## src/design/qdc_pkg.sv

```systemverilog
// constants and register map of the quadrature decoder control block
package qdc_pkg;

    localparam int          QDC_AXES       = 3;
    localparam int          QDC_AW         = 8;

    // register byte offsets
    localparam logic [7:0]  QDC_OFS_CHAN   = 8'h00;
    localparam logic [7:0]  QDC_OFS_IEN    = 8'h04;
    localparam logic [7:0]  QDC_OFS_STAT   = 8'h08;

    // values after reset
    localparam logic [31:0] QDC_CHAN_RST   = 32'h0000_0000;
    localparam logic [31:0] QDC_IEN_RST    = 32'h0000_0000;
    localparam logic [31:0] QDC_STAT_RST   = 32'h0000_0000;

    // field positions, index 0 = x, 1 = y, 2 = z
    localparam int QDC_CHAN_POS [QDC_AXES] = '{0, 4, 8};
    localparam int QDC_UP_POS   [QDC_AXES] = '{25, 27, 29};
    localparam int QDC_DOWN_POS [QDC_AXES] = '{24, 26, 28};
    localparam int QDC_MODE_POS [QDC_AXES] = '{20, 21, 22};
    localparam int QDC_QUA_POS  [QDC_AXES] = '{16, 17, 18};
    localparam int QDC_IDX_POS  [QDC_AXES] = '{10, 11, 12};

    // index interrupt mode encoding
    localparam logic        QDC_IDX_ON_CHANGE = 1'b0;
    localparam logic        QDC_IDX_ON_MATCH  = 1'b1;

    // implemented bits of each register (status bits are set by events, not by writes), all others read zero
    localparam logic [31:0] QDC_CHAN_MASK  = 32'h0000_0111;
    localparam logic [31:0] QDC_IEN_MASK   = 32'h3f77_1c00;
    localparam logic [31:0] QDC_STAT_MASK  = 32'h3f07_1c00;

    typedef enum logic [1:0]
    {
        QDC_SEL_CHAN,
        QDC_SEL_IEN,
        QDC_SEL_STAT,
        QDC_SEL_NONE
    } qdc_sel_t;

endpackage : qdc_pkg

```

## src/design/qdc_axis_if.sv

```systemverilog
// per-axis configuration and event bundle between control and selector
`timescale 1ns/100ps
`default_nettype none
interface qdc_axis_if;
    logic chan_on;
    logic idx_mode;
    logic ev_up;
    logic ev_down;
    logic ev_idx_chg;
    logic ev_idx_hit;
    logic ev_qua;
    logic hit_up;
    logic hit_down;
    logic hit_idx;
    logic hit_qua;

    modport ctl
    (
        output chan_on, idx_mode, ev_up, ev_down, ev_idx_chg, ev_idx_hit, ev_qua,
        input  hit_up, hit_down, hit_idx, hit_qua
    );

    modport sel
    (
        input  chan_on, idx_mode, ev_up, ev_down, ev_idx_chg, ev_idx_hit, ev_qua,
        output hit_up, hit_down, hit_idx, hit_qua
    );
endinterface : qdc_axis_if
`default_nettype wire

```

## src/design/qdc_axis_sel.sv

```systemverilog
// per-axis event qualifier: channel gate and index mode selection
`timescale 1ns/100ps
`default_nettype none
module qdc_axis_sel
    import qdc_pkg::*;
(
    qdc_axis_if.sel ax
);

    wire idx_pick;

    // a disabled channel produces no events at all
    assign idx_pick    = (ax.idx_mode == QDC_IDX_ON_MATCH) ? ax.ev_idx_hit
                                                           : ax.ev_idx_chg; // RULE4
    assign ax.hit_up   = ax.chan_on & ax.ev_up;
    assign ax.hit_down = ax.chan_on & ax.ev_down;
    assign ax.hit_idx  = ax.chan_on & idx_pick;
    assign ax.hit_qua  = ax.chan_on & ax.ev_qua;

endmodule : qdc_axis_sel
`default_nettype wire

```

## src/design/qdc_ctrl.sv

```systemverilog
// quadrature decoder control: apb registers, event status and interrupt
//
// Behaviour
// RULE1: channel enables x,y,z at bits 0,4,8, reset zero
// RULE2: per-axis interrupt enable for upward counter wrap
// RULE3: per-axis interrupt enable for downward counter wrap
// RULE4: index mode: 0 any change, 1 match
// RULE5: per-axis quadrature activity enable, reset zero
// RULE6: only enabled events interrupt; reserved bits read zero
`timescale 1ns/100ps
`default_nettype none
module qdc_ctrl
    import qdc_pkg::*;
#(
    parameter int AXES = QDC_AXES
)
(
    input  wire logic                clk,
    input  wire logic                reset_n,
    // apb slave
    input  wire logic                psel,
    input  wire logic                penable,
    input  wire logic                pwrite,
    input  wire logic [QDC_AW-1:0]   paddr,
    input  wire logic [31:0]         pwdata,
    output logic      [31:0]         prdata,
    output logic                     pready,
    output logic                     pslverr,
    // one-cycle event pulses from the counting datapath, same clock
    input  wire logic [AXES-1:0]     up_wrap_ev,
    input  wire logic [AXES-1:0]     down_wrap_ev,
    input  wire logic [AXES-1:0]     idx_change_ev,
    input  wire logic [AXES-1:0]     idx_match_ev,
    input  wire logic [AXES-1:0]     qua_activity_ev,
    // configuration towards the datapath, and the interrupt request
    output logic      [AXES-1:0]     chan_on,
    output logic      [AXES-1:0]     idx_mode,
    output logic                     irq
);

    ////////////////////////////////////////////////////////////////////////
    // elaboration checks

    if (AXES != QDC_AXES)
    begin : g_bad_axes
        $error("qdc_ctrl: register map holds exactly three axes");
    end

    ////////////////////////////////////////////////////////////////////////
    // address decode

    function automatic qdc_sel_t qdc_decode(input logic [QDC_AW-1:0] a);
        qdc_sel_t s;
        s = QDC_SEL_NONE;
        if (a == QDC_OFS_CHAN)
            s = QDC_SEL_CHAN;
        else if (a == QDC_OFS_IEN)
            s = QDC_SEL_IEN;
        else if (a == QDC_OFS_STAT)
            s = QDC_SEL_STAT;
        return s;
    endfunction : qdc_decode

    logic [31:0] chan_r;
    logic [31:0] chan_nxt;
    logic [31:0] ien_r;
    logic [31:0] ien_nxt;
    logic [31:0] stat_r;
    logic [31:0] stat_nxt;
    logic [31:0] prdata_r;
    logic [31:0] prdata_nxt;
    logic        pready_r;
    logic        pready_nxt;
    logic        pslverr_r;
    logic        pslverr_nxt;
    logic        irq_r;
    logic        irq_nxt;

    qdc_sel_t    sel;
    wire         setup_ph;
    wire         done_ph;
    wire         wr_done;
    wire         rd_done;
    wire         wr_chan;
    wire         wr_ien;
    wire         rd_stat;
    wire  [31:0] rd_mux;
    wire  [31:0] set_bits;
    wire  [31:0] clr_bits;

    assign sel      = qdc_decode(paddr);
    assign setup_ph = psel & ~penable;
    // pready is raised only in the first access cycle: one wait-free access
    assign done_ph  = psel & penable & pready_r;
    assign wr_done  = done_ph & pwrite & ~pslverr_r;
    assign rd_done  = done_ph & ~pwrite & ~pslverr_r;
    assign wr_chan  = wr_done & (sel == QDC_SEL_CHAN);
    assign wr_ien   = wr_done & (sel == QDC_SEL_IEN);
    assign rd_stat  = rd_done & (sel == QDC_SEL_STAT);

    ////////////////////////////////////////////////////////////////////////
    // per-axis event qualification

    qdc_axis_if ax_if [AXES] ();

    logic [31:0] ev_bits [AXES+1];

    assign ev_bits[0] = 32'h0000_0000;

    for (genvar g = 0; g < AXES; g++)
    begin : g_axis
        assign ax_if[g].chan_on    = chan_r[QDC_CHAN_POS[g]];   // RULE1
        assign ax_if[g].idx_mode   = ien_r[QDC_MODE_POS[g]];    // RULE4
        assign ax_if[g].ev_up      = up_wrap_ev[g];
        assign ax_if[g].ev_down    = down_wrap_ev[g];
        assign ax_if[g].ev_idx_chg = idx_change_ev[g];
        assign ax_if[g].ev_idx_hit = idx_match_ev[g];
        assign ax_if[g].ev_qua     = qua_activity_ev[g];

        qdc_axis_sel u_sel
        (
            .ax (ax_if[g])
        );

        wire [31:0] one_axis;

        assign one_axis = (32'(ax_if[g].hit_up)   << QDC_UP_POS[g])
                        | (32'(ax_if[g].hit_down) << QDC_DOWN_POS[g])
                        | (32'(ax_if[g].hit_idx)  << QDC_IDX_POS[g])
                        | (32'(ax_if[g].hit_qua)  << QDC_QUA_POS[g]);
        assign ev_bits[g+1] = ev_bits[g] | one_axis;
    end

    assign set_bits = ev_bits[AXES] & QDC_STAT_MASK;

    ////////////////////////////////////////////////////////////////////////
    // read path

    // read data is latched in the setup cycle; only those bits are cleared,
    // so an event landing between setup and access is not lost
    assign rd_mux = (sel == QDC_SEL_CHAN) ? (chan_r & QDC_CHAN_MASK)
                  : (sel == QDC_SEL_IEN)  ? (ien_r  & QDC_IEN_MASK)
                  : (sel == QDC_SEL_STAT) ? (stat_r & QDC_STAT_MASK)
                  : 32'h0000_0000;                              // RULE6
    assign clr_bits = rd_stat ? prdata_r : 32'h0000_0000;

    ////////////////////////////////////////////////////////////////////////
    // next-state logic

    always_comb
    begin
        chan_nxt    = chan_r;
        ien_nxt     = ien_r;
        prdata_nxt  = prdata_r;
        pready_nxt  = 1'b0;
        pslverr_nxt = 1'b0;
        if (wr_chan)
            chan_nxt = pwdata & QDC_CHAN_MASK;                  // RULE1
        if (wr_ien)
            ien_nxt = pwdata & QDC_IEN_MASK;                    // RULE2 RULE3 RULE5
        if (setup_ph)
        begin
            prdata_nxt  = pwrite ? 32'h0000_0000 : rd_mux;
            pready_nxt  = 1'b1;
            pslverr_nxt = (sel == QDC_SEL_NONE);
        end
    end

    // set wins over the read clear
    assign stat_nxt = (stat_r & ~clr_bits) | set_bits;

    // gated by the enable register, which doubles as the interrupt mask
    assign irq_nxt  = |(stat_nxt & ien_r & QDC_STAT_MASK);     // RULE6 RULE2 RULE3 RULE5

    ////////////////////////////////////////////////////////////////////////
    // registers

    always_ff @(posedge clk or negedge reset_n)
    begin
        if (!reset_n)
        begin
            chan_r    <= QDC_CHAN_RST;
            ien_r     <= QDC_IEN_RST;
            stat_r    <= QDC_STAT_RST;
        end
        else
        begin
            chan_r    <= chan_nxt;
            ien_r     <= ien_nxt;
            stat_r    <= stat_nxt;
        end
    end

    always_ff @(posedge clk or negedge reset_n)
    begin
        if (!reset_n)
        begin
            prdata_r  <= 32'h0000_0000;
            pready_r  <= 1'b0;
            pslverr_r <= 1'b0;
            irq_r     <= 1'b0;
        end
        else
        begin
            prdata_r  <= prdata_nxt;
            pready_r  <= pready_nxt;
            pslverr_r <= pslverr_nxt;
            irq_r     <= irq_nxt;
        end
    end

    ////////////////////////////////////////////////////////////////////////
    // outputs, all straight from flip-flops

    assign prdata  = prdata_r;
    assign pready  = pready_r;
    assign pslverr = pslverr_r;
    assign irq     = irq_r;

    for (genvar g = 0; g < AXES; g++)
    begin : g_out
        assign chan_on[g]  = chan_r[QDC_CHAN_POS[g]];
        assign idx_mode[g] = ien_r[QDC_MODE_POS[g]];
    end

endmodule : qdc_ctrl
`default_nettype wire

```

## config.mk

```make
export PLATFORM = sky130hd
export DESIGN_NAME = qdc_ctrl
export DESIGN_NICKNAME = d
export VERILOG_FILES = /design/src/design/qdc_pkg.sv /design/src/design/qdc_axis_if.sv /design/src/design/qdc_axis_sel.sv /design/src/design/qdc_ctrl.sv
export SDC_FILE = /design/constraint.sdc
export NUM_CORES = 1
export LEC_CHECK = 0
export BUFFER_PORTS_ARGS = -buffer_cell sky130_fd_sc_hd__buf_2
export CORE_ASPECT_RATIO = 0.9
export CORE_MARGIN = 4
export CORE_UTILIZATION = 48
export CTS_CLUSTER_DIAMETER = 40
export DETAILED_ROUTE_END_ITERATION = 10
export PLACE_DENSITY_LB_ADDON = 0.2
export SYNTH_ARGS = -nofsm -noshare
export SYNTH_HDL_FRONTEND = slang
export SYNTH_SLANG_ARGS = --single-unit
```

## constraint.sdc

```tcl
create_clock -name clk -period 2.35 [get_ports clk]
set_input_delay 0.1175 -clock clk [delete_from_list [all_inputs] [get_ports clk]]
set_output_delay 0.1175 -clock clk [all_outputs]
set_load 0.03 [all_outputs]
```

# ---- Yosys cells after proc, flatten, opt, wreduce, memory -nomap -nowiden
# Index checks and enable logic that the tools add are counted.
dict set report totals {
  word_cells 68
  ff_bits 85
  output_inout_bits 41
  inputBits 60
}
dict set report op_classes {
  n_mux 13
  reduce_logical 3
  n_eq_ne 5
  n_bitwise 40
}
# op count
set op_table {}
lappend op_table {{$mux W30} 4}
lappend op_table {{$and A32 B32 Y32} 1}
lappend op_table {{$mux W32} 1}
lappend op_table {{$not A32 Y32} 1}
lappend op_table {{$or A32 B30 Y32} 1}
lappend op_table {{$and A30 B30 Y30} 1}
lappend op_table {{$or A28 B30 Y30} 1}
lappend op_table {{$or A30 B13 Y30} 1}
lappend op_table {{$or A30 B19 Y30} 1}
lappend op_table {{$or A30 B29 Y30} 1}
lappend op_table {{$or A26 B28 Y28} 1}
lappend op_table {{$or A28 B12 Y28} 1}
lappend op_table {{$or A28 B18 Y28} 1}
lappend op_table {{$or A28 B27 Y28} 1}
lappend op_table {{$or A26 B11 Y26} 1}
lappend op_table {{$or A26 B17 Y26} 1}
lappend op_table {{$or A26 B25 Y26} 1}
lappend op_table {{$and A1 B1 Y1} 22}
lappend op_table {{$reduce_or A12 Y1} 1}
lappend op_table {{$eq A8 B3 Y1 const B} 1}
lappend op_table {{$eq A8 B4 Y1 const B} 1}
lappend op_table {{$logic_not A8 Y1} 1}
lappend op_table {{$mux W1} 6}
lappend op_table {{$eq A2 B2 Y1 const B} 2}
lappend op_table {{4 further kinds} 7}

# ---- Logic depth before layout (Yosys ltp)
dict set report logic_depth {
  ltp_word 12
  ltp_mapped 8
  ltp_nobuf 5
}

# ---- Cells and area by module
# Synthesis repeated with hierarchy kept, for this count alone.
dict set report hier_totals {
  cells_unflattened 247
  area_unflattened_um2 2513.7
}
# mod seq_area_each_um2 area_each_um2 instances cells_each
set modules_own_cells {}
lappend modules_own_cells {qdc_ctrl 1276.2 2408.6 1 232}
lappend modules_own_cells {qdc_axis_sel 0.0 35.0 3 5}

# ---- Least setup slack after synthesis
# OpenSTA, ideal clock, no wires.
dict set report synth_timing {
  path_kind {input-to-reg}
  from {in paddr[1]}
  to {reg ien_r[11]}
  t_arrival_ps 2118
  t_required_ps 2223
  slack_ps 105
  stages 8
  setup_time_ps 127
  path_buffers 3
  path_cell_list {or4_1 > buf_2 > or3_4 > nor3b_4 > and3_1 > buf_4 > buf_8 > mux2_1}
}
dict set report synth_between {
  elab_chain_len 6
  elab_cells_between_ends 8
  cone_classes {eq/ne: 3; mux: 3; bitwise: 1; reduce/logical: 1}
}
# element line
set synth_lines {}
lappend synth_lines {{start, declared} qdc_ctrl.sv:24} ;# input wire logic [QDC_AW-1:0] paddr,
lappend synth_lines {{$eq A8 B4 Y1} qdc_ctrl.sv:59} ;# else if (a == QDC_OFS_STAT)
lappend synth_lines {{$mux W1} qdc_ctrl.sv:59}
lappend synth_lines {{$mux W2} qdc_ctrl.sv:57} ;# else if (a == QDC_OFS_IEN)
lappend synth_lines {{$mux W2 *} qdc_ctrl.sv:55} ;# if (a == QDC_OFS_CHAN)
lappend synth_lines {{$eq A2 B1 Y1 *} qdc_ctrl.sv:98} ;# assign wr_ien = wr_done & (sel == QDC_SEL_IEN);
lappend synth_lines {{$and A1 B1 Y1 *} qdc_ctrl.sv:98}
lappend synth_lines {{end signal, assigned} qdc_ctrl.sv:189} ;# ien_r <= ien_nxt;
lappend synth_lines {{end, declared} qdc_ctrl.sv:66} ;# logic [31:0] ien_r;
# Mark *: on every way between the ends. The rest lies on a longest branch, timed or not.
# A chain may end at the register's enable or synchronous reset.

# ---- Final worst setup path
dict set report layout_timing {
  from {reg pslverr_r, in the netlist pslverr}
  to {reg irq_r, in the netlist irq}
}
dict set report layout_between {
  elab_chain_len 9
}
# element line
set layout_lines {}
lappend layout_lines {{start, declared} qdc_ctrl.sv:74} ;# logic pslverr_r;
lappend layout_lines {{start signal, assigned} qdc_ctrl.sv:207} ;# pslverr_r <= pslverr_nxt;
lappend layout_lines {{$not A1 Y1} qdc_ctrl.sv:96} ;# assign rd_done = done_ph & ~pwrite & ~pslverr_r;
lappend layout_lines {{$and A1 B1 Y1} qdc_ctrl.sv:96}
lappend layout_lines {{$and A1 B1 Y1} qdc_ctrl.sv:99} ;# assign rd_stat = rd_done & (sel == QDC_SEL_STAT);
lappend layout_lines {{$mux W32} qdc_ctrl.sv:145} ;# assign clr_bits = rd_stat ? prdata_r : 32'h0000_0000;
lappend layout_lines {{$not A32 Y32} qdc_ctrl.sv:170} ;# assign stat_nxt = (stat_r & ~clr_bits) | set_bits;
lappend layout_lines {{$and A32 B32 Y32} qdc_ctrl.sv:170}
lappend layout_lines {{$or A32 B30 Y32} qdc_ctrl.sv:170}
lappend layout_lines {{$and A30 B30 Y30} qdc_ctrl.sv:173} ;# assign irq_nxt = |(stat_nxt & ien_r & QDC_STAT_MASK);
lappend layout_lines {{$reduce_or A12 Y1} qdc_ctrl.sv:173}
lappend layout_lines {{via irq_nxt} qdc_ctrl.sv:77} ;# logic irq_nxt;
lappend layout_lines {{end signal, assigned} qdc_ctrl.sv:208} ;# irq_r <= irq_nxt;
lappend layout_lines {{end, declared} qdc_ctrl.sv:76} ;# logic irq_r;
# The timed path passes the listed nets, and every way through them passes these cells.

==> flow_summary_export.csv <==
group,metric,value,unit
hold_path,hold_path.class,"in -> reg",
placed_design,io_buffers,72,
drt,route.detailed.drc,0,
critical_path,ff2ff_path_depth,7,
clock_tree,cts_buffer_depth,2,
critical_path,path_max_fanout,4,
final_layout,fin_util,61.8,%
power_and_ir_drop,p_per_area,507,mW/mm²
drt,antenna_left,0,
floorplan,num_io_pins,101,
final_layout,diodes,0,
job,maxCapViolations,0,
sta,setup_violations,0,
hold_path,holdPathStages,2,
synthesis,ys_warn_count,0,
grt,grt_pass1_wl,9890,µm
final_layout,drive_gt1_share,38.7,%
drt,post_drt_wl_per_cell,16.6,µm
placed_design,gp_congestion,0.800,
grt,gr-usage-all-layers,19.3,%
synthesis,syn_inst,224,
floorplan,rows,24,
synthesis,ys_seq_area_share,51.4,%
grt,globalRoute.totalOverflow,0,
sta,finalCriticalPeriod,2190,ps
floorplan,die_w,83.8,µm
drt,drtIter0Drc,152,
clock_tree,cts_tree,"yes",
drt,wl,6140,µm
sta,clock_skew,4.97,ps
placed_design,dp_slack,-53.4,ps
sta,hold_viol,0,
final_layout,area_growth,22.4,%
critical_path,start_kind,"register",
grt,grt_pass1_vias,1968,
synthesis,syn_avg_cell_area,11.1,µm²
clock_tree,clk_pin_slew,90,ps
power_and_ir_drop,peakVddDrop,384,µV
drt,vias,1997,
sta,whs,24.5,ps
power_and_ir_drop,p_leak,1.53,nW
floorplan,dieArea,0.00639,mm²
clock_tree,clock_latency,300,ps
power_and_ir_drop,finalPower,0.00154,W
sta,max_slew_margin,57.1,%
sta,worst_pin_slew,635,ps
clock_tree,cts-root-buf,"clkbuf_8",
final_layout,multiInputGateArea,0.00101,mm²
sta,fmax,0.456,GHz
critical_path,crit_arrival,2360,ps
clock_tree,cts_sinks,51,
synthesis,synthesis.area,0.00248,mm²
placed_design,dpl.hpwl,4490,µm
drt,dr.pass1.iters,4,
sta,maxSlewViolCount,0,
final_layout,fillers,422,
synthesis,synthDistinctLibCells,39,
critical_path,cp.required,2510,ps
sta,rsz0062_at_grt,"false",
status,status,"finished clean",
final_layout,seq_area,0.00128,mm²
critical_path,cp-end-kind,"register",
floorplan,die_h,76.3,µm
synthesis,synth-seq-cells,51,
drt,routed_via_density,5.40,
sta,finalWorstSetupSlack,156,ps
grt,antenna_found_initial,0,
clock_tree,cts-htree-levels,2,
final_layout,nNetsFinal,365,
grt,grt_start_max_net_pins,52,
sta,post-route-period-util,93.4,%
clock_tree,numCtsBuffers,5,
floorplan,coreArea,0.00492,mm²
floorplan,initial_utilization,50.5,%
critical_path,critPathKind,"reg -> reg",
sta,finalSetupTns,0,ps
## kinds of logic (layout without fill, tap and decap cells)
logic type	count (synthesis)	in the layout	share of synthesized area [%]
AO/OA/AOI/OAI	68	68	19.3
multiplexers	21	21	9.52
buffers and inverters	47	115	10.9
other	1	14	0.151
flip-flops	51	51	51.4
AND/OR/NAND/NOR	36	36	8.71
## stage by stage
| stage | area [µm²] | std cells |
|---|---|---|
| after global routing | 3040 | 370 |
| after global placement | 2910 | 360 |
| final | 3040 | 370 |
| after floorplan | 2530 | 237 |
| after CTS | 3010 | 368 |
| after detailed placement | 2910 | 360 |
## worst paths after layout
kind,startpoint,end,slack [ps]
setup / recovery,pslverr$_DFF_PN0_,irq$_DFF_PN0_,160
hold / removal,pwdata[12],ien_r[12]$_DFFE_PN0P_,20
setup reg to reg,pslverr$_DFF_PN0_,irq$_DFF_PN0_,160
hold reg to reg,prdata[0]$_DFFE_PN0P_,prdata[0]$_DFFE_PN0P_,510
max in group asynchronous,reset_n,prdata[16]$_DFFE_PN0P_,1790
min in group asynchronous,reset_n,ien_r[29]$_DFFE_PN0P_,330
## cells in the final DEF (no fill, tap or decap), types with 6 or more instances in the layout
cell       n
clkbuf_8   6
dfrtp_1   51
buf_4     19
a21oi_1   12
o22ai_1    7
mux2_1    10
o21ai_0    6
inv_1     14
a22oi_1   15
a22o_1     6
buf_2     72
conb_1    14
nand2_1   19
mux2_2    11
## sequential cells by signal, indices dropped and copies added (netlist names)
register and cells:
pslverr 1, prdata 18, pready 1, chan_r 3, stat_r 12, irq 1
ien_r 15
## Yosys cell counts (all sizes together)
cell / n / share of area (%)
nor4: 1 / 0.86
buf: 28 / 8.1
a31oi: 1 / 0.25
nand3: 1 / 0.20
and3: 2 / 0.50
nor3: 1 / 0.20
or3: 2 / 0.71
a311oi: 2 / 0.71
a22oi: 15 / 4.5
nand2: 19 / 2.9
clkbuf: 4 / 0.60
inv: 14 / 2.1
o22ai: 7 / 1.8
a2bb2oi: 1 / 0.35
conb: 1 / 0.15
mux2: 21 / 9.5
o41ai: 4 / 1.4
dfrtp: 51 / 51
nand4b: 1 / 0.35
nor4b: 1 / 0.35
a211oi: 3 / 0.91
nor3b: 2 / 1.1
or4: 1 / 0.30
a2111oi: 7 / 2.5
a21boi: 4 / 1.2
a22o: 6 / 2.1
o21ai: 6 / 1.2
nand2b: 2 / 0.50
or4b: 1 / 0.40
nor2: 2 / 0.40
clkinv: 1 / 0.15
a21oi: 12 / 2.4
## timing repair
action / in CTS / in global routing
hold buffers: 1 / 0
endpoints found under the setup margin: 0 / 1
buffers inserted: 0 / 2
hold endpoints to repair: 51 / 0
resized for setup: 0 / 8
## critical path: stages, from the launching register on
cell and delay [ps]:
dfrtp_1 380, nand4b_1 270, buf_4 220, a2111oi_2 390, a211oi_1 130, a2111oi_1 430, buf_4 180, nand3_1 70
## per-layer routing
metal / track usage, % / share of wire [%] / up-vias
met5: 0 / 0 / -
met4: 5.47 / 0.98 / 0
met2: 30.9 / 49 / 58
met1: 26.0 / 44 / 980
met3: 5.19 / 6.0 / 7
li1: - / - / 952
## power by group
| part | internal (W) | switching [W] | leakage, nW |
|---|---|---|---|
| clock | 0.000231 | 0.000272 | 0.0470 |
| sequential | 0.000886 | 0.00000555 | 0.689 |
| combinational | 0.0000500 | 0.0000962 | 0.797 |
## final cells by class
class	instances	area share, %
clock buffers	6	2.71
clock inverters	1	0.165
inverters	15	1.85
multi-input cells	139	33.1
flip-flops and latches	51	42.0
well taps	65	2.67
repair buffers	93	17.5
No activity file was read; power rests on OpenSTA's default activity.
